==> src/hdl/pcb_consts.vh <==
// register map and field layout of the phase current balance slice
`ifndef PCB_CONSTS_VH
`define PCB_CONSTS_VH
`define PCB_ADDR_W         8
`define PCB_DATA_W         8
`define PCB_ADDR_P4_OFS    8'h18
`define PCB_ADDR_P5_GAIN   8'h19
`define PCB_ADDR_P5_OFS    8'h1A
`define PCB_ADDR_P6_GAIN   8'h1B
`define PCB_ADDR_P6_OFS    8'h1C
`define PCB_ADDR_P7_GAIN   8'h1D
`define PCB_GAIN_MSB       2
`define PCB_GAIN_LSB       0
`define PCB_OFS_MSB        6
`define PCB_OFS_LSB        4
`define PCB_TRIM_MSB       3
`define PCB_TRIM_LSB       0
`define PCB_GAIN_RST       3'h4
`define PCB_OFS_RST        3'h0
`define PCB_TRIM_W         4
`define PCB_STEP_MV        30
`endif

==> src/hdl/pcb_regs.v <==
// phase 4..7 current balance gain and offset registers
`include "pcb_consts.vh"
module pcb_regs (
  input  wire                     clk_sys_i,
  input  wire                     resetn_i,
  input  wire                     wr_en_i,
  input  wire                     rd_en_i,
  input  wire [`PCB_ADDR_W-1:0]   addr_i,
  input  wire [`PCB_DATA_W-1:0]   wr_data_i,
  input  wire [`PCB_TRIM_W-1:0]   trim_p4_i,
  input  wire [`PCB_TRIM_W-1:0]   trim_p5_i,
  input  wire [`PCB_TRIM_W-1:0]   trim_p6_i,
  output reg  [`PCB_DATA_W-1:0]   rd_data_o,
  output reg                      rd_valid_o,
  output wire [2:0]               p4_offset_o,
  output wire [2:0]               p5_gain_o,
  output wire [2:0]               p5_offset_o,
  output wire [2:0]               p6_gain_o,
  output wire [2:0]               p6_offset_o,
  output wire [2:0]               p7_gain_o
);

  // ----------------------------------------
  // register selects
  // ----------------------------------------
  // one-hot, one bit per stored field
  localparam [5:0] SEL_NONE    = 6'h00;
  localparam [5:0] SEL_P4_OFS  = 6'h01;
  localparam [5:0] SEL_P5_GAIN = 6'h02;
  localparam [5:0] SEL_P5_OFS  = 6'h04;
  localparam [5:0] SEL_P6_GAIN = 6'h08;
  localparam [5:0] SEL_P6_OFS  = 6'h10;
  localparam [5:0] SEL_P7_GAIN = 6'h20;

  // sizes of the trim path
  localparam       TW          = `PCB_TRIM_W;
  localparam       NPH         = 3;

  // ----------------------------------------
  // address decode
  // ----------------------------------------
  // one decode serves read and write so both always agree on the map
  reg [5:0] rsel;
  always @* begin
    rsel = SEL_NONE;
    if (addr_i == `PCB_ADDR_P4_OFS) begin
      rsel = SEL_P4_OFS;
    end else if (addr_i == `PCB_ADDR_P5_GAIN) begin
      rsel = SEL_P5_GAIN;
    end else if (addr_i == `PCB_ADDR_P5_OFS) begin
      rsel = SEL_P5_OFS;
    end else if (addr_i == `PCB_ADDR_P6_GAIN) begin
      rsel = SEL_P6_GAIN;
    end else if (addr_i == `PCB_ADDR_P6_OFS) begin
      rsel = SEL_P6_OFS;
    end else if (addr_i == `PCB_ADDR_P7_GAIN) begin
      rsel = SEL_P7_GAIN;
    end
  end

  // unmapped addresses leave every select low, so such writes vanish
  reg [5:0] wsel;
  always @* begin
    wsel = SEL_NONE;
    if (wr_en_i) begin
      wsel = rsel;
    end
  end

  wire [2:0] wr_gain = wr_data_i[`PCB_GAIN_MSB:`PCB_GAIN_LSB];
  // trim bits of offset writes and bit 7 of the write data are never looked at
  wire [2:0] wr_ofs  = wr_data_i[`PCB_OFS_MSB:`PCB_OFS_LSB];

  // ----------------------------------------
  // trim capture
  // ----------------------------------------
  // fuse words come from outside the clock domain: two flops each.
  // limitation: a word that changes while it is read may show torn bits
  wire [NPH*TW-1:0] trim_raw = {trim_p6_i, trim_p5_i, trim_p4_i};
  wire [NPH*TW-1:0] trim_sync;
  genvar g;
  generate
    for (g = 0; g < NPH; g = g + 1) begin : g_trim
      reg [TW-1:0] meta_reg;
      reg [TW-1:0] sync_reg;

      always @(posedge clk_sys_i or negedge resetn_i) begin
        if (!resetn_i) begin
          meta_reg <= {TW{1'b0}};
          sync_reg <= {TW{1'b0}};
        end else begin
          meta_reg <= trim_raw[g*TW +: TW];
          sync_reg <= meta_reg;
        end
      end
      assign trim_sync[g*TW +: TW] = sync_reg;
    end
  endgenerate

  wire [TW-1:0] trim_p4 = trim_sync[TW-1:0];
  wire [TW-1:0] trim_p5 = trim_sync[2*TW-1:TW];
  wire [TW-1:0] trim_p6 = trim_sync[3*TW-1:2*TW];

  // ----------------------------------------
  // storage
  // ----------------------------------------
  pcb_field #(.RST_VAL(`PCB_OFS_RST)) u_p4_ofs (
    .clk_sys_i (clk_sys_i),
    .resetn_i  (resetn_i),
    .wr_en_i   (wsel[0]),
    .wr_data_i (wr_ofs),
    .field_o   (p4_offset_o)
  );
  pcb_field #(.RST_VAL(`PCB_GAIN_RST)) u_p5_gain (
    .clk_sys_i (clk_sys_i),
    .resetn_i  (resetn_i),
    .wr_en_i   (wsel[1]),
    .wr_data_i (wr_gain),
    .field_o   (p5_gain_o)
  );
  pcb_field #(.RST_VAL(`PCB_OFS_RST)) u_p5_ofs (
    .clk_sys_i (clk_sys_i),
    .resetn_i  (resetn_i),
    .wr_en_i   (wsel[2]),
    .wr_data_i (wr_ofs),
    .field_o   (p5_offset_o)
  );
  pcb_field #(.RST_VAL(`PCB_GAIN_RST)) u_p6_gain (
    .clk_sys_i (clk_sys_i),
    .resetn_i  (resetn_i),
    .wr_en_i   (wsel[3]),
    .wr_data_i (wr_gain),
    .field_o   (p6_gain_o)
  );
  pcb_field #(.RST_VAL(`PCB_OFS_RST)) u_p6_ofs (
    .clk_sys_i (clk_sys_i),
    .resetn_i  (resetn_i),
    .wr_en_i   (wsel[4]),
    .wr_data_i (wr_ofs),
    .field_o   (p6_offset_o)
  );
  pcb_field #(.RST_VAL(`PCB_GAIN_RST)) u_p7_gain (
    .clk_sys_i (clk_sys_i),
    .resetn_i  (resetn_i),
    .wr_en_i   (wsel[5]),
    .wr_data_i (wr_gain),
    .field_o   (p7_gain_o)
  );

  // ----------------------------------------
  // read mux
  // ----------------------------------------
  // readback words; unused upper bits read as zero
  wire [`PCB_DATA_W-1:0] rb_p4_ofs  = {1'b0, p4_offset_o, trim_p4};
  wire [`PCB_DATA_W-1:0] rb_p5_gain = {5'h00, p5_gain_o};
  wire [`PCB_DATA_W-1:0] rb_p5_ofs  = {1'b0, p5_offset_o, trim_p5};
  wire [`PCB_DATA_W-1:0] rb_p6_gain = {5'h00, p6_gain_o};
  wire [`PCB_DATA_W-1:0] rb_p6_ofs  = {1'b0, p6_offset_o, trim_p6};
  wire [`PCB_DATA_W-1:0] rb_p7_gain = {5'h00, p7_gain_o};

  reg [`PCB_DATA_W-1:0] rd_next;
  always @* begin
    case (rsel)
      SEL_P4_OFS: begin
        rd_next = rb_p4_ofs;
      end
      SEL_P5_GAIN: begin
        rd_next = rb_p5_gain;
      end
      SEL_P5_OFS: begin
        rd_next = rb_p5_ofs;
      end
      SEL_P6_GAIN: begin
        rd_next = rb_p6_gain;
      end
      SEL_P6_OFS: begin
        rd_next = rb_p6_ofs;
      end
      SEL_P7_GAIN: begin
        rd_next = rb_p7_gain;
      end
      default: begin
        rd_next = {`PCB_DATA_W{1'b0}};
      end
    endcase
  end

  // ----------------------------------------
  // read response
  // ----------------------------------------
  // valid pulse follows every strobe, mapped address or not
  always @(posedge clk_sys_i or negedge resetn_i) begin
    if (!resetn_i) begin
      rd_valid_o <= 1'b0;
    end else begin
      rd_valid_o <= rd_en_i;
    end
  end

  // data holds between reads so a slow host can still pick it up
  always @(posedge clk_sys_i or negedge resetn_i) begin
    if (!resetn_i) begin
      rd_data_o <= {`PCB_DATA_W{1'b0}};
    end else if (rd_en_i) begin
      rd_data_o <= rd_next;
    end
  end
endmodule

==> src/hdl/pcb_field.v <==
// one read-write three-bit configuration field with reset value
module pcb_field #(
  parameter [2:0] RST_VAL = 3'h0
) (
  input  wire       clk_sys_i,
  input  wire       resetn_i,
  input  wire       wr_en_i,
  input  wire [2:0] wr_data_i,
  output reg  [2:0] field_o
);
  always @(posedge clk_sys_i or negedge resetn_i) begin
    if (!resetn_i) begin
      field_o <= RST_VAL;
    end else if (wr_en_i) begin
      field_o <= wr_data_i;
    end
  end
endmodule

==> config.mk <==
export PLATFORM = sky130hd
export DESIGN_NAME = pcb_regs
export DESIGN_NICKNAME = d
export VERILOG_FILES = /design/src/hdl/pcb_regs.v /design/src/hdl/pcb_field.v
export VERILOG_INCLUDE_DIRS = /design/src /design/src/hdl
export SDC_FILE = /design/constraint.sdc
export NUM_CORES = 1
export LEC_CHECK = 0
export BUFFER_PORTS_ARGS = -buffer_cell sky130_fd_sc_hd__buf_2
export CAP_MARGIN = 20
export CELL_PAD_IN_SITES_DETAIL_PLACEMENT = 1
export CELL_PAD_IN_SITES_GLOBAL_PLACEMENT = 2
export CORE_MARGIN = 4
export CORE_UTILIZATION = 36
export DETAILED_ROUTE_END_ITERATION = 16
export PLACE_DENSITY_LB_ADDON = 0.15
export SYNTH_ARGS = -nofsm -noshare
export SYNTH_HDL_FRONTEND = slang
export SYNTH_HIERARCHICAL = 1
export SYNTH_SLANG_ARGS = --single-unit
==> constraint.sdc <==
create_clock -name clk_sys_i -period 2.7 [get_ports clk_sys_i]
set_clock_uncertainty 0.1 [all_clocks]
set_input_delay 0.54 -clock clk_sys_i [delete_from_list [all_inputs] [get_ports clk_sys_i]]
set_output_delay 0.54 -clock clk_sys_i [all_outputs]
set_load 0.01 [all_outputs]
==> results of run 1 <==
## worst max-delay path by stage
| stage | startpoint | endpoint | slack (ns) | cells past startpoint |
|---|---|---|---|---|
| final | addr_i[2] | u_p4_ofs/field_o[2]$_DFFE_PN0P_ | 0.84 | 5 |
| after global placement | addr_i[0] | u_p6_ofs/field_o[1]$_DFFE_PN0P_ | 0.51 | 5 |
| after CTS | addr_i[0] | u_p6_ofs/field_o[1]$_DFFE_PN0P_ | 0.82 | 5 |
| after floorplan | addr_i[2] | u_p5_ofs/field_o[0]$_DFFE_PN0P_ | 0.66 | 5 |
| after detailed placement | addr_i[0] | u_p6_ofs/field_o[1]$_DFFE_PN0P_ | 0.49 | 5 |
| after global routing | addr_i[0] | u_p6_ofs/field_o[2]$_DFFE_PN0P_ | 0.73 | 5 |
## synth_stat cells
cell type	count
and4_2	1
mux2i_1	6
and2b_2	1
inv_1	6
o221ai_1	4
dfrtp_1	47
mux2_2	18
nor3b_1	2
dfstp_2	3
a221o_1	3
nand3_1	2
buf_2	1
nand4b_1	1
nor4_1	1
nand4_1	5
and3_1	1
mux4_2	2
nor3_1	4
and3b_1	2
and4bb_2	1
nand2_1	2
buf_4	2
buf_6	1
nor2b_1	1
nor2_1	5
a31oi_1	1
or4b_1	1
mux4_1	1
conb_1	1
## routing by layer
layer | global-route usage | wire (um) | up-vias
li1 | - | - | 579
met3 | 0.04435 | 246 | 7
met2 | 0.2334 | 2078 | 34
met5 | 0 | 0 | -
met4 | 0.05068 | 65 | 0
met1 | 0.2009 | 1965 | 619
## per-stage QoR
step,std cells,utilization,cell area [um^2],total power [W]
after floorplan,126,-,1907,0.0008585
after global placement,251,0.4441,2268,0.0009231
after global routing,258,0.4603,2351,0.001399
final,258,0.4603,2351,0.001335
after detailed placement,251,0.4441,2268,0.0009280
after CTS,258,0.4603,2351,0.001360
## critical path: cells and delay by family
kind / cells / cell delay, ns
muxes: 1 / 0.38
and+or+nand+nor: 3 / 0.88
buffers and inverters: 1 / 0.16
## power groups by stage
stage               logic (W)  clock network [W]  registers, W
finish               0.000113           0.000425      0.000797
floorplan           0.0000433                  0      0.000815
detailed placement   0.000116                  0      0.000812
CTS                  0.000116           0.000446      0.000798
global route         0.000127           0.000471      0.000801
global placement     0.000113                  0      0.000810
## cell families after synthesis
kind of cell    synth area share
flops                     0.6581
simple gates             0.09909
buf+inv                  0.02821
mux                       0.1752
other cells             0.001967
compound gates           0.03740
## placed cells by master (no fill, tap or decap), drive strengths merged, types with 2 or more instances in the layout
master,count
dfrtp,47
clkbuf,5
nor2,5
mux4,3
buf,59
nor3b,2
nor3,4
mux2,18
inv,7
a221o,3
nand2,2
dfstp,3
nand4,5
nand3,2
and3b,2
mux2i,6
o221ai,4
## area by class of cell
cell class | instances | area share
inverters | 6 | 0.009580
repair buffers | 59 | 0.1299
flip-flops and latches | 50 | 0.5338
clock inverters | 2 | 0.005854
well taps | 70 | 0.03725
multi-input cells | 66 | 0.2544
clock buffers | 5 | 0.02927
==> impl_results.md, run 1 <==
- Status: finished, final reports clean
- Max Cap Viol: 0
- Sequential share of the synthesized area: 0.6581
- CTS tree: built
- Final Hold Fails: 0
- Root buffer cell: clkbuf_8
- Post-route setup TNS: 0 ns
- PD cells: 567.8 mW/mm^2
- Footprint of the multi-input gates: 598.1 um^2
- Post_cts resized: 0
- Antenna violations before repair: 0
- Initial DRC Count: 33
- Worst-path maximum fanout: 8
- Filler Cells Inserted: 569
- Reg power frac: 0.597
- Clk slew on worst S/H paths: 0.09 ns
- R2R depth: 2
- YS warnings: 6
- Comb pwr share: 0.085
- H-tree levels: 2
- Slowest stage delay, CP: 0.41 ns
- DR vias: about 1200
- Final WS setup: 0.8376 ns
- Register area: roughly 0.0013 mm^2
- LEAKAGE: 1.179 nW
- Die Wd: 80.78 um
- Worst EP arrival: 1.96 ns
- Share of cells above drive strength 1: 0.4894
- Worst path slowest cell: and4bb_2
- Slew Limit Fails: 0
- Mapped Cells: roughly 130
- R2r setup slk: approximately 1.2 ns
- Critical Path RT: 2.80 ns
- Area share of the largest cell type after synthesis: 0.6168
- Worst R2R Start: u_p5_gain/field_o[0]$_DFFE_PN0P_
- CTS sink cnt: 50
- # rows: 26
- Post-route ant nets: 0
- Drt first pass iters: 4
- Post-route minimum period: ~1.9 ns
- Post-layout net count: 220
- Die H: 80.78 um
- Total wire length: 4356 um
- Syn Nets: 158
- Nature of the critical path endpoint: flop
- Startpoint types: primary input
- Maximum VDD drop: 301.1 uV
- CTS Hold Bufs: 0
- WS Path Type: in -> reg
- Register bit total from synthesis: 50
- Fin crit share: 0.6898
- Endpoints failing setup: 0
- Sw frac: 0.2415
- Post-DP HPWL: ~3300 um
- Core Area: approximately 0.005 mm^2
- Setup Fix Bufs, Post-CTS: 0
- Worst hold path class: in -> async
- I/O pin cnt: 59
- Post-synth cell types: 29
- Pint: 0.001013 W
- Clock power share: 0.319
- Vias per cell: 4.802
- Vias in the first global route: 1350
- Mapped cell area: 0.001907 mm^2
- Congestion Overflow GR: 0
- Net Switching: 0.0003224 W
- Mapped Avg Cell Area: 15.13 um^2
- Number of diodes: 0
- CTS Buffer Depth: 2
- GRT Util Overall: 0.1498
- Worst Hold Slack: 0.08608 ns
- Die area: 0.006525 mm^2
- Achievable Freq: 536.9 MHz
- Number of remaining DRC errors: 0
- Starting Density: 0.3733
- RSZ-0062 raised after global routing: false
- Largest net degree at the start of global routing: 30
- Crit-path cells: buf_2 > and4bb_2 > nand2_1 > nor2_1 > mux2_2
- Routed len/inst: 16.88 um
- Routability congestion estimate: around 0.8
- Total CTS buffers: 5
- Clk_lat worst skew: a little over 0.3 ns
- Setup WS pre-CTS: 0.4903 ns
- Port bufs: 55
- RR Endpoint: rd_data_o[0]$_DFFE_PN0P_
- First-pass GRT wire length: between 7000 and 8000 um
- Area growth from synthesis to layout: 23.29%
- Most area-hungry cell type in the Yosys netlist: dfrtp_1
- Top post-synthesis cells by area: dfrtp_1, mux2_2, dfstp_2
Note: power is estimated with default switching activity, not from simulation.
==> run 2, diff against run 1 <==
- CORE_UTILIZATION: 36 -> 30
- clock period: 2.7 -> 1.6 ns (I/O delays scaled with it)
==> impl_results.md, run 2 (synthesis results as in run 1) <==
- Grt met1 use: 0.1771 (-0.02376)
- Routability congestion estimate: 0.7222 (-8.1%)
- Starting Density: 0.3146 (-0.05873)
- Worst hold path class: in -> reg
- Met2 usage: 0.2226 (-0.01084)
- CTS Buffer Depth: 2 (unchanged)
- Achievable Freq: slightly below 700 MHz
- Slowest stage delay, CP: 0.38 ns (-0.03 ns)
- Worst path slowest cell: nor3b_4
- Crit-path cells: buf_2 > nor3b_1 > nor3b_4 > mux2_4
- Die Wd: 87.73 um (+8.6%)
- Max Cap Viol: 0 (unchanged)
- Fin crit share: 0.9245
- Routed len/inst: 17.03 um (+0.88%)
- Worst EP arrival: 1.56 ns (-0.40 ns)
- Largest net degree at the start of global routing: 51 (+70%)
- M3 GR Usage: 0.03481 (-0.009539)
- PD cells: 914.9 mW/mm^2 (+61%)
- Area growth from synthesis to layout: 33.66%
- First-pass GRT wire length: 7755 um (+7.5%)
- Port bufs: 55 (unchanged)
- Root buffer cell: clkbuf_8
- Drt first pass iters: 4 (unchanged)
- H-tree levels: 2 (unchanged)
- Most common cell after layout, fill and taps aside: buf_2
- Most frequent cells in the layout: buf_2, dfrtp_1, buf_4
- Post-route minimum period: 1.479 ns
- Number of diodes: 0 (unchanged)
- I/O pin cnt: 59 (unchanged)
- Die area: 0.007696 mm^2 (+18%)
- Maximum VDD drop: 378.3 uV (+26%)
- Min-delay src: trim_p5_i[2]
- RSZ-0062 raised after global routing: false
- GRT Util Overall: 0.1347 (-0.01516)
- Vias in the first global route: 1485 (+10%)
- LEAKAGE: 1.284 nW (+8.9%)
- RR Endpoint: rd_data_o[1]$_DFFE_PN0P_
- Die H: 87.73 um (+8.6%)
- Status: finished, final reports clean
- Critical Path RT: 1.68 ns (-1.12 ns)
- Post-DP HPWL: 3624 um (+10%)
- Worst-path maximum fanout: 6 (-2)
- CTS tree: built
- Congestion Overflow GR: 0 (unchanged)
- Share of cells above drive strength 1: 0.5437 (+0.05433)
- Hold EP: g_trim[1].meta_reg[2]$_DFF_PN0_
- Final Hold Fails: 0 (unchanged)
- Total wire length: 4786 um (+9.9%)
- Final Non-Filler Cells: 281 (+8.9%)
- CTS sink cnt: 50 (unchanged)
- DP Cell Count: 271 (+8.0%)
- PnR Total Power: 0.002332 W (+75%)
- Post-route ant nets: 0 (unchanged)
- Layer with the highest usage: met2
- Slew Limit Fails: 0 (unchanged)
- WS Path Type: in -> reg
- Hold path cells: 1
- Core Area: 0.006061 mm^2 (+19%)
- Initial DRC Count: 54 (+64%)
- DR vias: 1334 (+7.7%)
- R2r setup slk: 0.17 ns (-1.05 ns)
- # rows: 28 (+7.7%)
- Endpoints failing setup: 0 (unchanged)
- Setup Fix Bufs, Post-CTS: 0 (unchanged)
- Nature of the critical path endpoint: flop
- Antenna violations before repair: 0 (unchanged)
- Post-layout net count: 237 (+7.7%)
- Startpoint types: primary input
- Number of remaining DRC errors: 0 (unchanged)
- Clk slew on worst S/H paths: 0.09 ns (about the same)
- Clk_lat worst skew: 0.29 ns (-0.02 ns)
- R2R depth: 2 (unchanged)
- Worst R2R Start: u_p6_gain/field_o[1]$_DFFE_PN0P_
- Total CTS buffers: 5 (unchanged)
- Vias per cell: 4.747 (-1.1%)
run 2: changes by cell type in the layout (fill, tap and decap cells not counted), moves of 2 or more:
cell / previous run / this run
buf_4: 4 / 18
dlygate4sd3_1: 0 / 2
mux2_2: 18 / 15
mux2_4: 0 / 3
run 2: routing by layer:
layer  routed length (um)  share of wire  vias to the layer above
li1                     -              -                      615
met1                 2109           0.44                      686
met2                 2410           0.50                       31
met3                  241          0.050                        2
met4                   23         0.0048                        0
met5                    0              0                        -
run 2: power breakdown:
group          internal, W  total (W)  switching, W  leakage, nW
combinational     0.000113   0.000229      0.000116        0.610
clock             0.000348   0.000758      0.000410       0.0472
sequential         0.00132    0.00134     0.0000253        0.627
run 2: final cells by class:
type                            count  area (um^2)
Clock buffer                        6        82.58
Clock inverter                      2        12.51
Fill cell                         658         3512
Inverter                            6        22.52
Multi-Input combinational cell     66        631.9
Sequential cell                    50         1255
Tap cell                           75        93.84
Timing Repair Buffer               76        450.4
run 2: stage by stage:
step | util | instance area (um^2) | hold slack, ns | TNS (ns) | worst slack (ns)
final | 0.4205 | 2549 | 0.02547 | 0 | 0.1208
after global routing | 0.4205 | 2549 | 0.008156 | 0 | 0.02196
after CTS | 0.4189 | 2539 | 0.007012 | 0 | 0.1264
after detailed placement | 0.4015 | 2434 | 0.2320 | -2.970 | -0.1926
after global placement | 0.4015 | 2434 | 0.2210 | -2.995 | -0.1992
after floorplan | - | 1948 | -0.07559 | -0.4128 | -0.08106
run 2: worst max path at each step:
stage	slack (ns)	endpoint	start	cells after the start
4_1_cts	0.13	u_p5_ofs/field_o[2]$_DFFE_PN0P_	addr_i[1]	4
2_1_floorplan	-0.08	u_p5_ofs/field_o[0]$_DFFE_PN0P_	addr_i[2]	5
3_3_place_gp	-0.20	u_p6_gain/field_o[0]$_DFFE_PN0P_	addr_i[1]	4
3_5_place_dp	-0.19	u_p6_gain/field_o[1]$_DFFE_PN0P_	addr_i[1]	4
6_report	0.12	u_p5_ofs/field_o[2]$_DFFE_PN0P_	addr_i[1]	4
5_1_grt	0.02	u_p6_ofs/field_o[0]$_DFFE_PN0P_	addr_i[0]	5
run 2: what timing repair did:
item | 4_1_cts | 5_1_grt
gates resized for setup | 0 | 0
hold buffers | 1 | 1
hold endpoints to repair | 47 | 1
endpoints found under the setup margin | 0 | 0
run 2: worst max-delay path: cells and delay by family:
kind / cells / cell delay (ns)
simple gates: 2 / 0.74
mux: 1 / 0.33
buf+inv: 1 / 0.16
==> run 3, diff against run 2 <==
- CORE_ASPECT_RATIO: default -> 1.4
==> impl_results.md, run 3 (synthesis results as in run 1) <==
- Drt first pass iters: 4 (unchanged)
- GRT Util Overall: 0.1395 (+0.004829)
- Die H: 102.3 um (+17%)
- Clk_lat worst skew: 0.30 ns (about the same)
- Filler Cells Inserted: 688 (+4.6%)
- Critical Path RT: 1.70 ns (+0.02 ns)
- Final core utilization: 0.4087 (-0.01178)
- Fin crit share: 0.9110 (-0.01353)
- PnR Total Power: 0.002306 W (-1.1%)
- Die Wd: 75.38 um (-14%)
- Starting Density: 0.3070 (-0.007606)
- DP Cell Count: 268 (-1.1%)
- Clk slew on worst S/H paths: 0.09 ns (about the same)
- Port bufs: 55 (unchanged)
- Final Hold Fails: 0 (unchanged)
- CTS sink cnt: 50 (unchanged)
- Critical path depth: 5 (+1)
- Worst EP arrival: 1.55 ns (about the same)
- Total wire length: 4985 um (+4.2%)
- Routability congestion estimate: 0.8122 (+12%)
- Largest net degree at the start of global routing: 32 (-37%)
- LEAKAGE: 1.282 nW (-0.15%)
- Share of cells above drive strength 1: 0.5415 (-0.002226)
- Nature of the critical path endpoint: flop
- Antenna violations before repair: 0 (unchanged)
- Die area: 0.007714 mm^2 (+0.23%)
- Worst path slowest cell: and4bb_2
- Most common cell after layout, fill and taps aside: buf_2
- CTS tree: built
- Initial DRC Count: 35 (-35%)
- Post-DP HPWL: 3908 um (+7.8%)
- Cell family with most CP delay: simple AND/OR/NAND/NOR gates
- Final Non-Filler Cells: 277 (-1.4%)
- PD cells: 908.5 mW/mm^2 (-0.69%)
- Root buffer cell: clkbuf_8
- Slowest stage delay, CP: 0.35 ns (-0.03 ns)
- Worst Path Buf+Inv: 1 (unchanged)
- First-pass GRT wire length: 7872 um (+1.5%)
- CTS Buffer Depth: 2 (unchanged)
- Worst-path maximum fanout: 4 (-2)
- RSZ-0062 raised after global routing: false
- Worst Hold Slack: 0.02202 ns (-0.003452 ns)
- Post-route minimum period: 1.458 ns (-0.02165 ns)
- Crit-path cells: buf_2 > and4bb_2 > nand2_2 > nor3b_4 > mux2_4
- Number of remaining DRC errors: 0 (unchanged)
- Total CTS buffers: 5 (unchanged)
- Vias in the first global route: 1507 (+1.5%)
- Startpoint types: primary input
- Endpoints failing setup: 0 (unchanged)
- H-tree levels: 2 (unchanged)
- Core Area: 0.006211 mm^2 (+2.5%)
- Number of diodes: 0 (unchanged)
- Post-route setup TNS: 0 ns (unchanged)
- Most frequent cells in the layout: buf_2, dfrtp_1, buf_4
- Slew Limit Fails: 0 (unchanged)
- Maximum VDD drop: 407.8 uV (+7.8%)
- R2R depth: 2 (unchanged)
- Hold path cells: 1 (unchanged)
- Post-layout net count: 236 (-0.42%)
- Area growth from synthesis to layout: 33.14%
- Routed len/inst: 18.00 um (+5.7%)
- Worst hold path class: in -> reg
- Post-route ant nets: 0 (unchanged)
- Congestion Overflow GR: 0 (unchanged)
- WS Path Type: in -> reg
- Status: finished, final reports clean
- DR vias: 1355 (+1.6%)
- I/O pin cnt: 59 (unchanged)
- Achievable Freq: 686.1 MHz (+1.5%)
- # rows: 34 (+21%)
- Post_cts resized: 0 (unchanged)
- Vias per cell: 4.892 (+3.0%)
- Max Cap Viol: 0 (unchanged)
- Setup Fix Bufs, Post-CTS: 0 (unchanged)
-- run 3: cell types whose count changed in the layout (fill, tap and decap cells not counted), sizes merged --
cell         change
clkinv           +1
clkinvlp         -1
dlygate4sd3      -1
-- run 3: final timing paths --
check                           slack, ns                             start                               end
worst max-delay path                 0.14                         addr_i[5]   u_p5_ofs/field_o[2]$_DFFE_PN0P_
worst min-delay path                 0.02                      trim_p4_i[1]   g_trim[0].meta_reg[1]$_DFF_PN0_
worst max register to register       0.17  u_p5_gain/field_o[0]$_DFFE_PN0P_          rd_data_o[0]$_DFFE_PN0P_
worst min register to register       0.25   g_trim[2].meta_reg[2]$_DFF_PN0_   g_trim[2].sync_reg[2]$_DFF_PN0_
max in group asynchronous            0.48                          resetn_i  u_p7_gain/field_o[0]$_DFFE_PN0P_
min in group asynchronous            0.39                          resetn_i              rd_valid_o$_DFF_PN0_
-- run 3: per-stage QoR --
| stage | cell area, um^2 | setup WS, ns |
|---|---|---|
| after detailed placement | 2442 | -0.1851 |
| after global placement | 2442 | -0.1466 |
| after floorplan | 1948 | -0.08106 |
| final | 2539 | 0.1424 |
| after CTS | 2539 | 0.1405 |
| after global routing | 2539 | 0.09169 |
-- run 3: layout make-up --
cell class,count,area (um^2),area share
Clock inverter,2,13.76,0.005421
Sequential cell,50,1255,0.4943
Timing Repair Buffer,75,452.9,0.1784
Multi-Input combinational cell,66,631.9,0.2489
Tap cell,72,90.09,0.03549
Clock buffer,6,72.57,0.02859
Inverter,6,22.52,0.008871
-- run 3: routing by layer --
layer,vias up,track usage,part of all wire
met5,-,0,0
met1,689,0.1641,0.39
met3,7,0.03543,0.058
met2,47,0.2422,0.54
li1,612,-,-
met4,0,0.04845,0.014
-- run 3: where the power goes --
group	switching (W)	internal [W]	total [W]
Clock	0.000420	0.000309	0.000729
Combinational	0.000117	0.000116	0.000233
Sequential	0.0000248	0.00132	0.00134
Total	0.000562	0.00174	0.00231
-- run 3: timing repair --
action | in CTS | in global routing
hold endpoints to repair | 16 | 0
endpoints found under the setup margin | 0 | 0
hold buffers | 1 | 0
